File: src/lhb_pkg.sv
// Shared constants and types of the LCD host bus interface
package lhb_pkg;
   localparam int         BUS_W          = 8;
   // Port mode code is {port_class_strap, port_variant_strap}
   localparam logic [1:0] MODE_SPI4      = 2'h0;
   localparam logic [1:0] MODE_SPI3      = 2'h1;
   localparam logic [1:0] MODE_SEP       = 2'h2;
   localparam logic [1:0] MODE_ENA       = 2'h3;
   localparam logic [1:0] MODE_RST       = 2'h3;
   localparam int         MODE_CLASS_BIT = 1;
   // Bus lines that may carry select and command/data in serial mode
   localparam int         SER_CS_BIT     = 4;
   localparam int         SER_CD_BIT     = 5;
   // Last bit index of a serial frame
   localparam logic [3:0] SPI4_LAST      = 4'h7;
   localparam logic [3:0] SPI3_LAST      = 4'h8;
   localparam logic [3:0] CNT_RST        = 4'h0;
   localparam logic [7:0] BYTE_RST       = 8'h00;
   typedef enum logic [2:0] {
      ST_IDLE  = 3'b001,
      ST_WRITE = 3'b010,
      ST_READ  = 3'b100
   } lhb_state_e;
endpackage : lhb_pkg

File: src/lhb_byte_if.sv
// Byte stream with command/data qualifier between internal stages
`timescale 1ns/100ps
interface lhb_byte_if #(
   parameter int W = 8
);
   logic         valid;
   logic         ready;
   logic [W-1:0] data;
   logic         is_data;
   modport src (output valid, output data, output is_data, input ready);
   modport snk (input valid, input data, input is_data, output ready);
endinterface : lhb_byte_if

File: src/lhb_serial_rx.sv
// Serial receiver for the three- and four-wire host modes
`timescale 1ns/100ps
module lhb_serial_rx (
   input  wire logic clk,
   input  wire logic rst,
   input  wire logic clear,
   input  wire logic enable,
   input  wire logic three_wire,
   input  wire logic sck,
   input  wire logic sda,
   input  wire logic cs_active,
   input  wire logic cd_pin,
   lhb_byte_if.src   byte_o
);
   localparam int W = lhb_pkg::BUS_W;
   logic         sck_prev_reg, sck_prev_next;
   logic [3:0]   cnt_reg, cnt_next;
   logic [W-1:0] shift_reg, shift_next;
   logic         cd_reg, cd_next;
   logic         valid_reg, valid_next;
   logic [W-1:0] byte_reg, byte_next;
   logic         isd_reg, isd_next;
   logic         rise;
   logic [3:0]   last;

   always_comb begin
      rise = sck & ~sck_prev_reg;
      last = three_wire ? lhb_pkg::SPI3_LAST : lhb_pkg::SPI4_LAST;
      sck_prev_next = sck;
      cnt_next = cnt_reg;
      shift_next = shift_reg;
      cd_next = cd_reg;
      valid_next = valid_reg & ~byte_o.ready;
      byte_next = byte_reg;
      isd_next = isd_reg;
      // A deselect aborts a partial frame
      if (!enable || !cs_active) begin
         cnt_next = lhb_pkg::CNT_RST;
      end else if (rise) begin // see [RULE9]
         if (three_wire && cnt_reg == lhb_pkg::CNT_RST) begin
            cd_next = sda;
         end else begin
            shift_next = {shift_reg[W-2:0], sda};
         end
         if (cnt_reg == last) begin
            cnt_next = lhb_pkg::CNT_RST;
            valid_next = 1'b1;
            byte_next = {shift_reg[W-2:0], sda};
            isd_next = three_wire ? cd_reg : cd_pin; // see [RULE1]
         end else begin
            cnt_next = cnt_reg + 4'h1;
         end
      end
      if (clear) begin
         cnt_next = lhb_pkg::CNT_RST;
         valid_next = 1'b0;
      end
   end

   always_ff @(posedge clk or posedge rst) begin
      if (rst) begin
         sck_prev_reg <= 1'b0;
         cnt_reg <= lhb_pkg::CNT_RST;
         shift_reg <= lhb_pkg::BYTE_RST;
         cd_reg <= 1'b0;
         valid_reg <= 1'b0;
         byte_reg <= lhb_pkg::BYTE_RST;
         isd_reg <= 1'b0;
      end else begin
         sck_prev_reg <= sck_prev_next;
         cnt_reg <= cnt_next;
         shift_reg <= shift_next;
         cd_reg <= cd_next;
         valid_reg <= valid_next;
         byte_reg <= byte_next;
         isd_reg <= isd_next;
      end
   end

   assign byte_o.valid = valid_reg;
   assign byte_o.data = byte_reg;
   assign byte_o.is_data = isd_reg;

   byte_done_a: assert property (@(posedge clk) disable iff (rst) // see [RULE9]
      $rose(valid_reg) |-> $past(rise) && ($past(cnt_reg) == $past(last)))
      else $error("serial byte completed without its last clock edge");
endmodule : lhb_serial_rx

File: src/lhb_skid_buf.sv
// Two-entry buffer between the capture logic and the user side
`timescale 1ns/100ps
module lhb_skid_buf #(
   parameter int W = 8
) (
   input  wire logic clk,
   input  wire logic rst,
   input  wire logic flush,
   lhb_byte_if.snk   in_if,
   lhb_byte_if.src   out_if
);
   if (W < 1) begin : g_bad_w
      $error("lhb_skid_buf: W must be at least 1");
   end
   logic         ov_reg, ov_next;
   logic [W:0]   ow_reg, ow_next;
   logic         sv_reg, sv_next;
   logic [W:0]   sw_reg, sw_next;
   logic         take, pop;

   always_comb begin
      take = in_if.valid & ~sv_reg;
      pop = ov_reg & out_if.ready;
      ov_next = ov_reg;
      ow_next = ow_reg;
      sv_next = sv_reg;
      sw_next = sw_reg;
      if (pop) begin
         ov_next = sv_reg;
         ow_next = sw_reg;
         sv_next = 1'b0;
      end
      if (take) begin
         if (ov_next) begin
            sv_next = 1'b1;
            sw_next = {in_if.is_data, in_if.data};
         end else begin
            ov_next = 1'b1;
            ow_next = {in_if.is_data, in_if.data};
         end
      end
      if (flush) begin
         ov_next = 1'b0;
         sv_next = 1'b0;
      end
   end

   always_ff @(posedge clk or posedge rst) begin
      if (rst) begin
         ov_reg <= 1'b0;
         ow_reg <= '0;
         sv_reg <= 1'b0;
         sw_reg <= '0;
      end else begin
         ov_reg <= ov_next;
         ow_reg <= ow_next;
         sv_reg <= sv_next;
         sw_reg <= sw_next;
      end
   end

   // Ready comes from a flop so the source never sees a combinational path
   assign in_if.ready = ~sv_reg;
   assign out_if.valid = ov_reg;
   assign out_if.data = ow_reg[W-1:0];
   assign out_if.is_data = ow_reg[W];

   stall_hold_a: assert property (@(posedge clk) disable iff (rst)
      ov_reg && !out_if.ready && !flush |=> ov_reg && $stable(ow_reg))
      else $error("buffered word changed while the receiver stalled");
endmodule : lhb_skid_buf

File: src/lhb_host_port.sv
// Host bus interface of the LCD controller: parallel and serial byte transport
//
// Overview of operation
// [RULE1] The command/data select marks each byte as display data when high and as a command when low.
// [RULE2] While hw_init_low is low every piece of control state returns to its default; the code keeps rd_is_data and loads the mode from the straps.
// [RULE3] In enable-strobe mode a high strobe marks an active transfer, read or write.
// [RULE4] In enable-strobe mode a high direction makes a read with the bus driven, low makes a write.
// [RULE5] In separate-strobe mode a low strobe pin is a read and the bus is driven while it lasts.
// [RULE6] In separate-strobe mode a low direction pin is a write and the bus byte is taken in.
// [RULE7] In serial mode the host holds the strobe and direction pins high and never toggles them.
// [RULE8] In either parallel mode the eight bus lines form a two-way byte bus.
// [RULE9] In serial mode clock, data, select and command/data are taken from chosen bus lines or pins.
// [RULE10] The two straps pick four-wire serial, three-wire serial, separate-strobe or enable-strobe.
// [RULE11] A written byte and its qualifier are captured at the trailing edge of the write strobe.
`timescale 1ns/100ps
module lhb_host_port #(
   parameter int SCK_BIT   = 7,
   parameter int SDA_BIT   = 6,
   parameter int CS_ON_BUS = 0,
   parameter int CD_ON_BUS = 0
) (
   input  wire logic       clk,
   input  wire logic       rst,
   input  wire logic       hw_init_low,
   input  wire logic       port_class_strap,
   input  wire logic       port_variant_strap,
   input  wire logic       chip_select_n,
   input  wire logic       cmd_data_select,
   input  wire logic       strobe_pin,
   input  wire logic       dir_pin,
   input  wire logic [7:0] host_bus_lines_i,
   output logic      [7:0] host_bus_lines_o,
   output logic            host_bus_lines_oe,
   output logic            rx_valid,
   input  wire logic       rx_ready,
   output logic      [7:0] rx_byte,
   output logic            rx_is_data,
   input  wire logic [7:0] rd_byte,
   output logic            rd_is_data,
   output logic            rd_done,
   output logic            overrun,
   output logic      [1:0] port_mode
);
   if (SCK_BIT != 7 && SCK_BIT != 0) begin : g_bad_sck
      $error("lhb_host_port: SCK_BIT must be 7 or 0");
   end
   if (SDA_BIT != 6 && SDA_BIT != 1 && SDA_BIT != 2 && SDA_BIT != 3) begin : g_bad_sda
      $error("lhb_host_port: SDA_BIT must be 6, 1, 2 or 3");
   end
   if (CS_ON_BUS < 0 || CS_ON_BUS > 1 || CD_ON_BUS < 0 || CD_ON_BUS > 1) begin : g_bad_map
      $error("lhb_host_port: CS_ON_BUS and CD_ON_BUS must be 0 or 1");
   end

   localparam int W = lhb_pkg::BUS_W;

   // Mode group
   logic [1:0]          mode_reg, mode_next;
   logic                loaded_reg, loaded_next;
   // Parallel group
   lhb_pkg::lhb_state_e state_reg, state_next;
   logic [W-1:0]        wr_byte_reg, wr_byte_next;
   logic                wr_cd_reg, wr_cd_next;
   logic                rd_sel_reg, rd_sel_next;
   logic [W-1:0]        bus_o_reg, bus_o_next;
   logic                oe_reg, oe_next;
   logic                rd_done_reg, rd_done_next;
   logic                overrun_reg, overrun_next;
   // Decoded pin roles
   logic                par_mode, ena_mode, cs_act;
   logic                wr_act, rd_act, par_push;
   logic                ser_sck, ser_sda, ser_cs, ser_cd;

   lhb_byte_if #(.W(W)) ser_if ();
   lhb_byte_if #(.W(W)) buf_in ();
   lhb_byte_if #(.W(W)) buf_out ();

   // Straps are re-read while initialisation is held and once after reset
   always_comb begin
      loaded_next = 1'b1;
      if (!hw_init_low || !loaded_reg) begin
         mode_next = {port_class_strap, port_variant_strap}; // see [RULE10]
      end else begin
         mode_next = mode_reg;
      end
   end

   always_ff @(posedge clk or posedge rst) begin
      if (rst) begin
         mode_reg <= lhb_pkg::MODE_RST;
         loaded_reg <= 1'b0;
      end else begin
         mode_reg <= mode_next;
         loaded_reg <= loaded_next;
      end
   end

   // Strobe decode: write wins when both strobes are low in separate mode
   always_comb begin
      par_mode = mode_reg[lhb_pkg::MODE_CLASS_BIT];
      ena_mode = (mode_reg == lhb_pkg::MODE_ENA);
      cs_act = ~chip_select_n;
      if (ena_mode) begin
         wr_act = cs_act & strobe_pin & ~dir_pin; // see [RULE3] see [RULE4]
         rd_act = cs_act & strobe_pin & dir_pin; // see [RULE3] see [RULE4]
      end else begin
         wr_act = cs_act & par_mode & ~dir_pin; // see [RULE6]
         rd_act = cs_act & par_mode & ~strobe_pin & dir_pin; // see [RULE5]
      end
   end

   always_comb begin
      state_next = state_reg;
      wr_byte_next = wr_byte_reg;
      wr_cd_next = wr_cd_reg;
      rd_sel_next = rd_sel_reg;
      bus_o_next = bus_o_reg;
      oe_next = 1'b0;
      rd_done_next = 1'b0;
      overrun_next = overrun_reg;
      par_push = 1'b0;
      case (state_reg)
         lhb_pkg::ST_IDLE: begin
            if (wr_act) begin
               state_next = lhb_pkg::ST_WRITE;
               wr_byte_next = host_bus_lines_i;
               wr_cd_next = cmd_data_select; // see [RULE1]
            end else if (rd_act) begin
               state_next = lhb_pkg::ST_READ;
               rd_sel_next = cmd_data_select; // see [RULE1]
               bus_o_next = rd_byte;
               oe_next = 1'b1; // see [RULE8]
            end
         end
         lhb_pkg::ST_WRITE: begin
            // Track the bus until the strobe ends so late settling data is kept
            if (wr_act) begin
               wr_byte_next = host_bus_lines_i;
               wr_cd_next = cmd_data_select;
            end else begin
               state_next = lhb_pkg::ST_IDLE;
               par_push = 1'b1; // see [RULE11]
               if (!buf_in.ready) begin
                  overrun_next = 1'b1;
               end
            end
         end
         lhb_pkg::ST_READ: begin
            if (rd_act) begin
               bus_o_next = rd_byte;
               oe_next = 1'b1; // see [RULE8]
            end else begin
               state_next = lhb_pkg::ST_IDLE;
               rd_done_next = 1'b1;
            end
         end
         default: begin
            state_next = lhb_pkg::ST_IDLE;
         end
      endcase
      // Initialisation wins over a byte that ends in the same cycle
      if (!hw_init_low) begin // see [RULE2]
         state_next = lhb_pkg::ST_IDLE;
         oe_next = 1'b0;
         rd_done_next = 1'b0;
         overrun_next = 1'b0;
         par_push = 1'b0;
      end
   end

   always_ff @(posedge clk or posedge rst) begin
      if (rst) begin
         state_reg <= lhb_pkg::ST_IDLE;
         wr_byte_reg <= lhb_pkg::BYTE_RST;
         wr_cd_reg <= 1'b0;
         rd_sel_reg <= 1'b0;
         bus_o_reg <= lhb_pkg::BYTE_RST;
         oe_reg <= 1'b0;
         rd_done_reg <= 1'b0;
         overrun_reg <= 1'b0;
      end else begin
         state_reg <= state_next;
         wr_byte_reg <= wr_byte_next;
         wr_cd_reg <= wr_cd_next;
         rd_sel_reg <= rd_sel_next;
         bus_o_reg <= bus_o_next;
         oe_reg <= oe_next;
         rd_done_reg <= rd_done_next;
         overrun_reg <= overrun_next;
      end
   end

   // Serial pin roles; the strobe pins are idle by host convention here
   always_comb begin
      ser_sck = host_bus_lines_i[SCK_BIT]; // see [RULE9]
      ser_sda = host_bus_lines_i[SDA_BIT]; // see [RULE9]
      ser_cs = (CS_ON_BUS != 0) ? ~host_bus_lines_i[lhb_pkg::SER_CS_BIT] : cs_act; // see [RULE9]
      ser_cd = (CD_ON_BUS != 0) ? host_bus_lines_i[lhb_pkg::SER_CD_BIT] : cmd_data_select;
   end

   lhb_serial_rx u_serial (
      .clk        (clk),
      .rst        (rst),
      .clear      (~hw_init_low),
      .enable     (~par_mode),
      .three_wire (mode_reg == lhb_pkg::MODE_SPI3),
      .sck        (ser_sck),
      .sda        (ser_sda),
      .cs_active  (ser_cs),
      .cd_pin     (ser_cd),
      .byte_o     (ser_if.src)
   );

   // Modes are exclusive, so the two sources never compete for the buffer
   assign buf_in.valid = par_push | (ser_if.valid & ~par_mode);
   assign buf_in.data = par_mode ? wr_byte_reg : ser_if.data;
   assign buf_in.is_data = par_mode ? wr_cd_reg : ser_if.is_data;
   assign ser_if.ready = buf_in.ready & ~par_mode;

   lhb_skid_buf #(.W(W)) u_buf (
      .clk    (clk),
      .rst    (rst),
      .flush  (~hw_init_low),
      .in_if  (buf_in.snk),
      .out_if (buf_out.src)
   );

   assign buf_out.ready = rx_ready;
   assign rx_valid = buf_out.valid;
   assign rx_byte = buf_out.data;
   assign rx_is_data = buf_out.is_data;
   assign host_bus_lines_o = bus_o_reg;
   assign host_bus_lines_oe = oe_reg;
   assign rd_is_data = rd_sel_reg;
   assign rd_done = rd_done_reg;
   assign overrun = overrun_reg;
   assign port_mode = mode_reg;

   cd_track_a: assert property (@(posedge clk) disable iff (rst) // see [RULE1]
      hw_init_low && wr_act |=> wr_cd_reg == $past(cmd_data_select))
      else $error("write qualifier not taken from command/data select");

   init_clear_a: assert property (@(posedge clk) disable iff (rst) // see [RULE2]
      !hw_init_low |=> state_reg == lhb_pkg::ST_IDLE && !host_bus_lines_oe
                       && !rx_valid && !overrun)
      else $error("initialisation did not restore defaults");

   ena_strobe_a: assert property (@(posedge clk) disable iff (rst) // see [RULE3]
      hw_init_low && ena_mode && !strobe_pin && state_reg == lhb_pkg::ST_IDLE
      |=> state_reg == lhb_pkg::ST_IDLE)
      else $error("transfer started without the enable strobe");

   ena_read_a: assert property (@(posedge clk) disable iff (rst) // see [RULE4]
      hw_init_low && ena_mode && cs_act && strobe_pin && dir_pin
      && state_reg == lhb_pkg::ST_IDLE |=> state_reg == lhb_pkg::ST_READ && host_bus_lines_oe)
      else $error("enable-mode read did not drive the bus");

   sep_read_a: assert property (@(posedge clk) disable iff (rst) // see [RULE5]
      hw_init_low && mode_reg == lhb_pkg::MODE_SEP && cs_act && !strobe_pin && dir_pin
      && state_reg != lhb_pkg::ST_WRITE |=> host_bus_lines_oe)
      else $error("read strobe low without bus drive");

   sep_write_a: assert property (@(posedge clk) disable iff (rst) // see [RULE6]
      hw_init_low && mode_reg == lhb_pkg::MODE_SEP && cs_act && !dir_pin
      && state_reg == lhb_pkg::ST_IDLE |=> state_reg == lhb_pkg::ST_WRITE)
      else $error("write strobe low did not start a write");

   bus_drive_a: assert property (@(posedge clk) disable iff (rst) // see [RULE8]
      host_bus_lines_oe |-> par_mode && host_bus_lines_o == $past(rd_byte))
      else $error("bus driven outside a parallel read or with stale data");

   strap_mode_a: assert property (@(posedge clk) disable iff (rst) // see [RULE10]
      !hw_init_low |=> port_mode == {$past(port_class_strap), $past(port_variant_strap)})
      else $error("port mode does not follow the straps");

   trail_push_a: assert property (@(posedge clk) disable iff (rst) // see [RULE11]
      hw_init_low && state_reg == lhb_pkg::ST_WRITE && !wr_act && buf_in.ready
      |=> rx_valid ##0 !$past(host_bus_lines_oe))
      else $error("byte not delivered after the write strobe ended");
endmodule : lhb_host_port

File: config.mk
export PLATFORM = sky130hd
export DESIGN_NAME = lhb_host_port
export DESIGN_NICKNAME = d
export VERILOG_FILES = /design/src/lhb_pkg.sv /design/src/lhb_byte_if.sv /design/src/lhb_serial_rx.sv /design/src/lhb_skid_buf.sv /design/src/lhb_host_port.sv
export SDC_FILE = /design/constraint.sdc
export NUM_CORES = 1
export LEC_CHECK = 0
export BUFFER_PORTS_ARGS = -buffer_cell sky130_fd_sc_hd__buf_2
export CORE_UTILIZATION = 55
export DETAILED_ROUTE_END_ITERATION = 7
export PLACE_DENSITY = 0.78
export SYNTH_ARGS = -nofsm -noshare
export SYNTH_HDL_FRONTEND = slang
export SYNTH_HIERARCHICAL = 1
export SYNTH_SLANG_ARGS = --single-unit
File: constraint.sdc
create_clock -name clk -period 2.6 [get_ports clk]
set_input_delay 0.13 -clock clk [delete_from_list [all_inputs] [get_ports clk]]
set_output_delay 0.13 -clock clk [all_outputs]
set_load 0.02 [all_outputs]
==> qor.log <==
qor: run_status.outcome completed
qor: cts.clock_tree.buffer_depth 2
qor: cts.postCtsSetupRepairBufs 0
qor: global_route.global_route.overflow_total 0
qor: drt.drt-initial-drc-count 99
qor: cts.clock_tree_from_tritoncts yes
qor: cts.cts_hold_buf 3
qor: placed_design.preCtsSetupSlack 0.230 ns
qor: yosys.dominantRegCellSynth dfrtp_1
qor: die.die_w 78.9 µm
qor: cts.clk_transition_reported_paths 0.07 ns
qor: cts.post_cts.resized_instances 0
qor: die.floorplan.die_area 6230 µm²
qor: power_and_ir_drop.leakagePower 0.00190 µW
qor: setup_path.cp_cell_sequence nor2b_1 > nor2_1 > o32ai_1 > and4bb_1 > mux2_2
qor: die.ioPinCount 50
qor: setup_path.arrival 2.64 ns
qor: drt.routedWlPerCell 16.1 µm
qor: timing.skew 0.00475 ns
qor: drt.detailed_route_via_count 2016
qor: die.core 5610 µm²
qor: global_route.maximum_number_of_pins_on_one_net_before_global_route_repair 28
qor: setup_path.type_of_destination_of_the_critical_path register
qor: timing.slew_violations 0
qor: cts.htreeDepth 3
qor: global_route.antenna_found_initial 0
qor: flow_run.cap_violations 0
qor: timing.max_freq 415 MHz
qor: setup_path.cp_data_required_time 2.83 ns
qor: timing.setup_tns 0 ns
qor: placed_design.io_buffer_count 49
qor: drt.antenna_violating_nets_remaining 0
qor: setup_path.start_kind register
qor: yosys.synth-async-reset-ratio 100%
qor: die.core.rowCount 27
qor: drt.drt_pre_antenna_iters 7
qor: drt.route.detailed.drc 0
qor: finish.stdcell_count 365
qor: finish.fillCellCount 423
qor: timing.timing.final.crit_share 92.7%
qor: setup_path.timing.critical_path.max_delay_family simple AND/OR/NAND/NOR gates
qor: placed_design.number_of_placed_instances_taps_included 347
qor: die.initial_utilization 58.0%
qor: drt.detail_route.wirelength 5870 µm
qor: yosys.synth_edf_count 0
qor: die.fp.dieH 78.9 µm
qor: timing.post-route-worst-setup-slack 0.189 ns
qor: timing.tightest_slew 1.03 ns
qor: setup_path.cpMaxStageDelayCell dfstp_2
qor: timing.timing.max_slew.rel_slack 31.1%
qor: timing.timing.final.hold_violations 0
qor: timing.finalSetupViolCount 0
qor: setup_path.critical_path_peak_fanout 10
qor: global_route.grt_first_pass_wirelength 9920 µm
qor: power_and_ir_drop.power.density 673 nW/µm²
qor: yosys.synth-seq-cells 70
qor: finish.area_growth_syn_to_layout 15.7%
qor: placed_design.place.gp.congestion 0.798
qor: cts.clkLatencyLatePin 0.34 ns
qor: hold_path.timing.hold.worst.class in2reg
qor: finish.fraction_of_layout_instances_using_a_drive_strength_above_1 48.5%
qor: finish.nets_finish 317
qor: cts.clock_sinks 70
qor: timing.unrepaired_setup_endpoints_after_global_routing no
qor: yosys.post_syn_nets 259
qor: yosys.synth_cell_types 45
qor: yosys.sequential_to_total_area_share_from_yosys_stat 53.9%
qor: placed_design.dp_hpwl 4130 µm
qor: setup_path.cp_num_buf_inv 0
qor: timing.period_needed 2.41 ns
qor: yosys.synthesis.instances 231
qor: global_route.global_route.usage.total 21.4%
qor: setup_path.max_stage_delay 0.56 ns
qor: finish.post-route-util 67.1%
qor: power_and_ir_drop.totalPowerFinal 2530 µW
qor: drt.detail_route.vias_per_cell 5.52
qor: cts.cts_root_buffer clkbuf_8
qor: finish.antenna-diode-count 0
qor: yosys.synth.cell_area 3250 µm²
qor: setup_path.setup.worst_path.class reg2reg
qor: power_and_ir_drop.vdd.ir_drop.worst 359 µV
qor: yosys.post_syn_area_per_cell 14.1 µm²
qor: yosys.synth.yosys.warnings 6
qor: cts.tritoncts.num_buffers 9
qor: global_route.first_global_vias 2062
[per-stage QoR]
stage          hold WS (ns)  area (µm²)
3_3_place_gp          0.288        3550
5_1_grt             0.00281        3760
6_report             0.0180        3760
2_1_floorplan        0.0938        3250
4_1_cts             0.00218        3760
3_5_place_dp          0.287        3550
[final cells by class]
class                   count  area (µm²)  share of cell area (%)
clock buffers              11         131                    3.49
clock inverters             4        48.8                    1.30
inverters                  11        41.3                    1.10
multi-input cells         143        1410                    37.4
flip-flops and latches     70        1760                    46.6
well taps                  72        90.1                    2.39
repair buffers             54         290                    7.71
[worst register-to-register path, delay by kind of cell, from the launching register on]
family	cells	cell delay [ns]
AND/OR/NAND/NOR	3	0.97
multiplexers	1	0.39
flip-flops	1	0.56
AO/OA/AOI/OAI	1	0.37
[synth_stat cells (3+ instances only)]
cell type	number	area, µm²
nand2_1	10	37.5
nand4b_1	3	26.3
dfrtp_1	67	1680
mux2_4	25	375
nand3b_1	3	22.5
nand2b_1	4	25.0
inv_1	11	41.3
nand3_1	4	20.0
nor2b_1	4	25.0
mux2_2	40	450
dfstp_2	3	78.8
mux2_1	8	90.1
a21oi_1	8	40.0
o21ai_0	3	15.0
[power breakdown]
group          internal, µW  switching [µW]
registers              1220            71.8
clock network           437             392
logic                   200             208
[metal layers]
| layer | global-route usage [%] | part of all wire (%) | routed length (µm) |
|---|---|---|---|
| met5 | 0 | 0 | 0 |
| met4 | 12.0 | 2.0 | 120 |
| met3 | 3.56 | 2.7 | 159 |
| met1 | 28.6 | 47 | 2780 |
| met2 | 33.4 | 48 | 2810 |
[worst paths after layout]
path                                start                  end  slack (ns)  depth (start not counted)
max                          port_mode[0]      u_buf/sw_reg[7]        0.19                          5
min                            rd_byte[3]  host_bus_lines_o[3]        0.02                          2
max reg2reg                  port_mode[0]      u_buf/sw_reg[7]        0.19                          5
min reg2reg                wr_byte_reg[6]       wr_byte_reg[6]        0.50                          1
max in group asynchronous             rst           rd_is_data        1.37                          3
min in group asynchronous             rst      u_buf/sw_reg[3]        0.47                          3
[logic make-up (layout without fill, tap and decap cells)]
kind of cell | after synthesis | after routing | synth area share [%]
other | 1 | 1 | 0.115
multiplexers | 73 | 73 | 28.1
AND/OR/NAND/NOR | 46 | 46 | 10.0
XOR/XNOR | 3 | 3 | 0.808
adder cells (fa/ha/maj) | 2 | 2 | 0.769
buffers and inverters | 18 | 80 | 2.81
AO/OA/AOI/OAI | 18 | 18 | 3.38
flip-flops | 70 | 70 | 53.9
[cells in the final DEF, fill, tap and decap left out, drive strengths merged, types with 4 or more instances in the layout]
master and n:
buf 51, dfrtp 67, nand2b 5, inv 11, clkbuf 11, a21oi 8
mux2 73, nor2b 4, nand2 11, nand3 5
No activity file was read; power rests on OpenSTA's default activity.
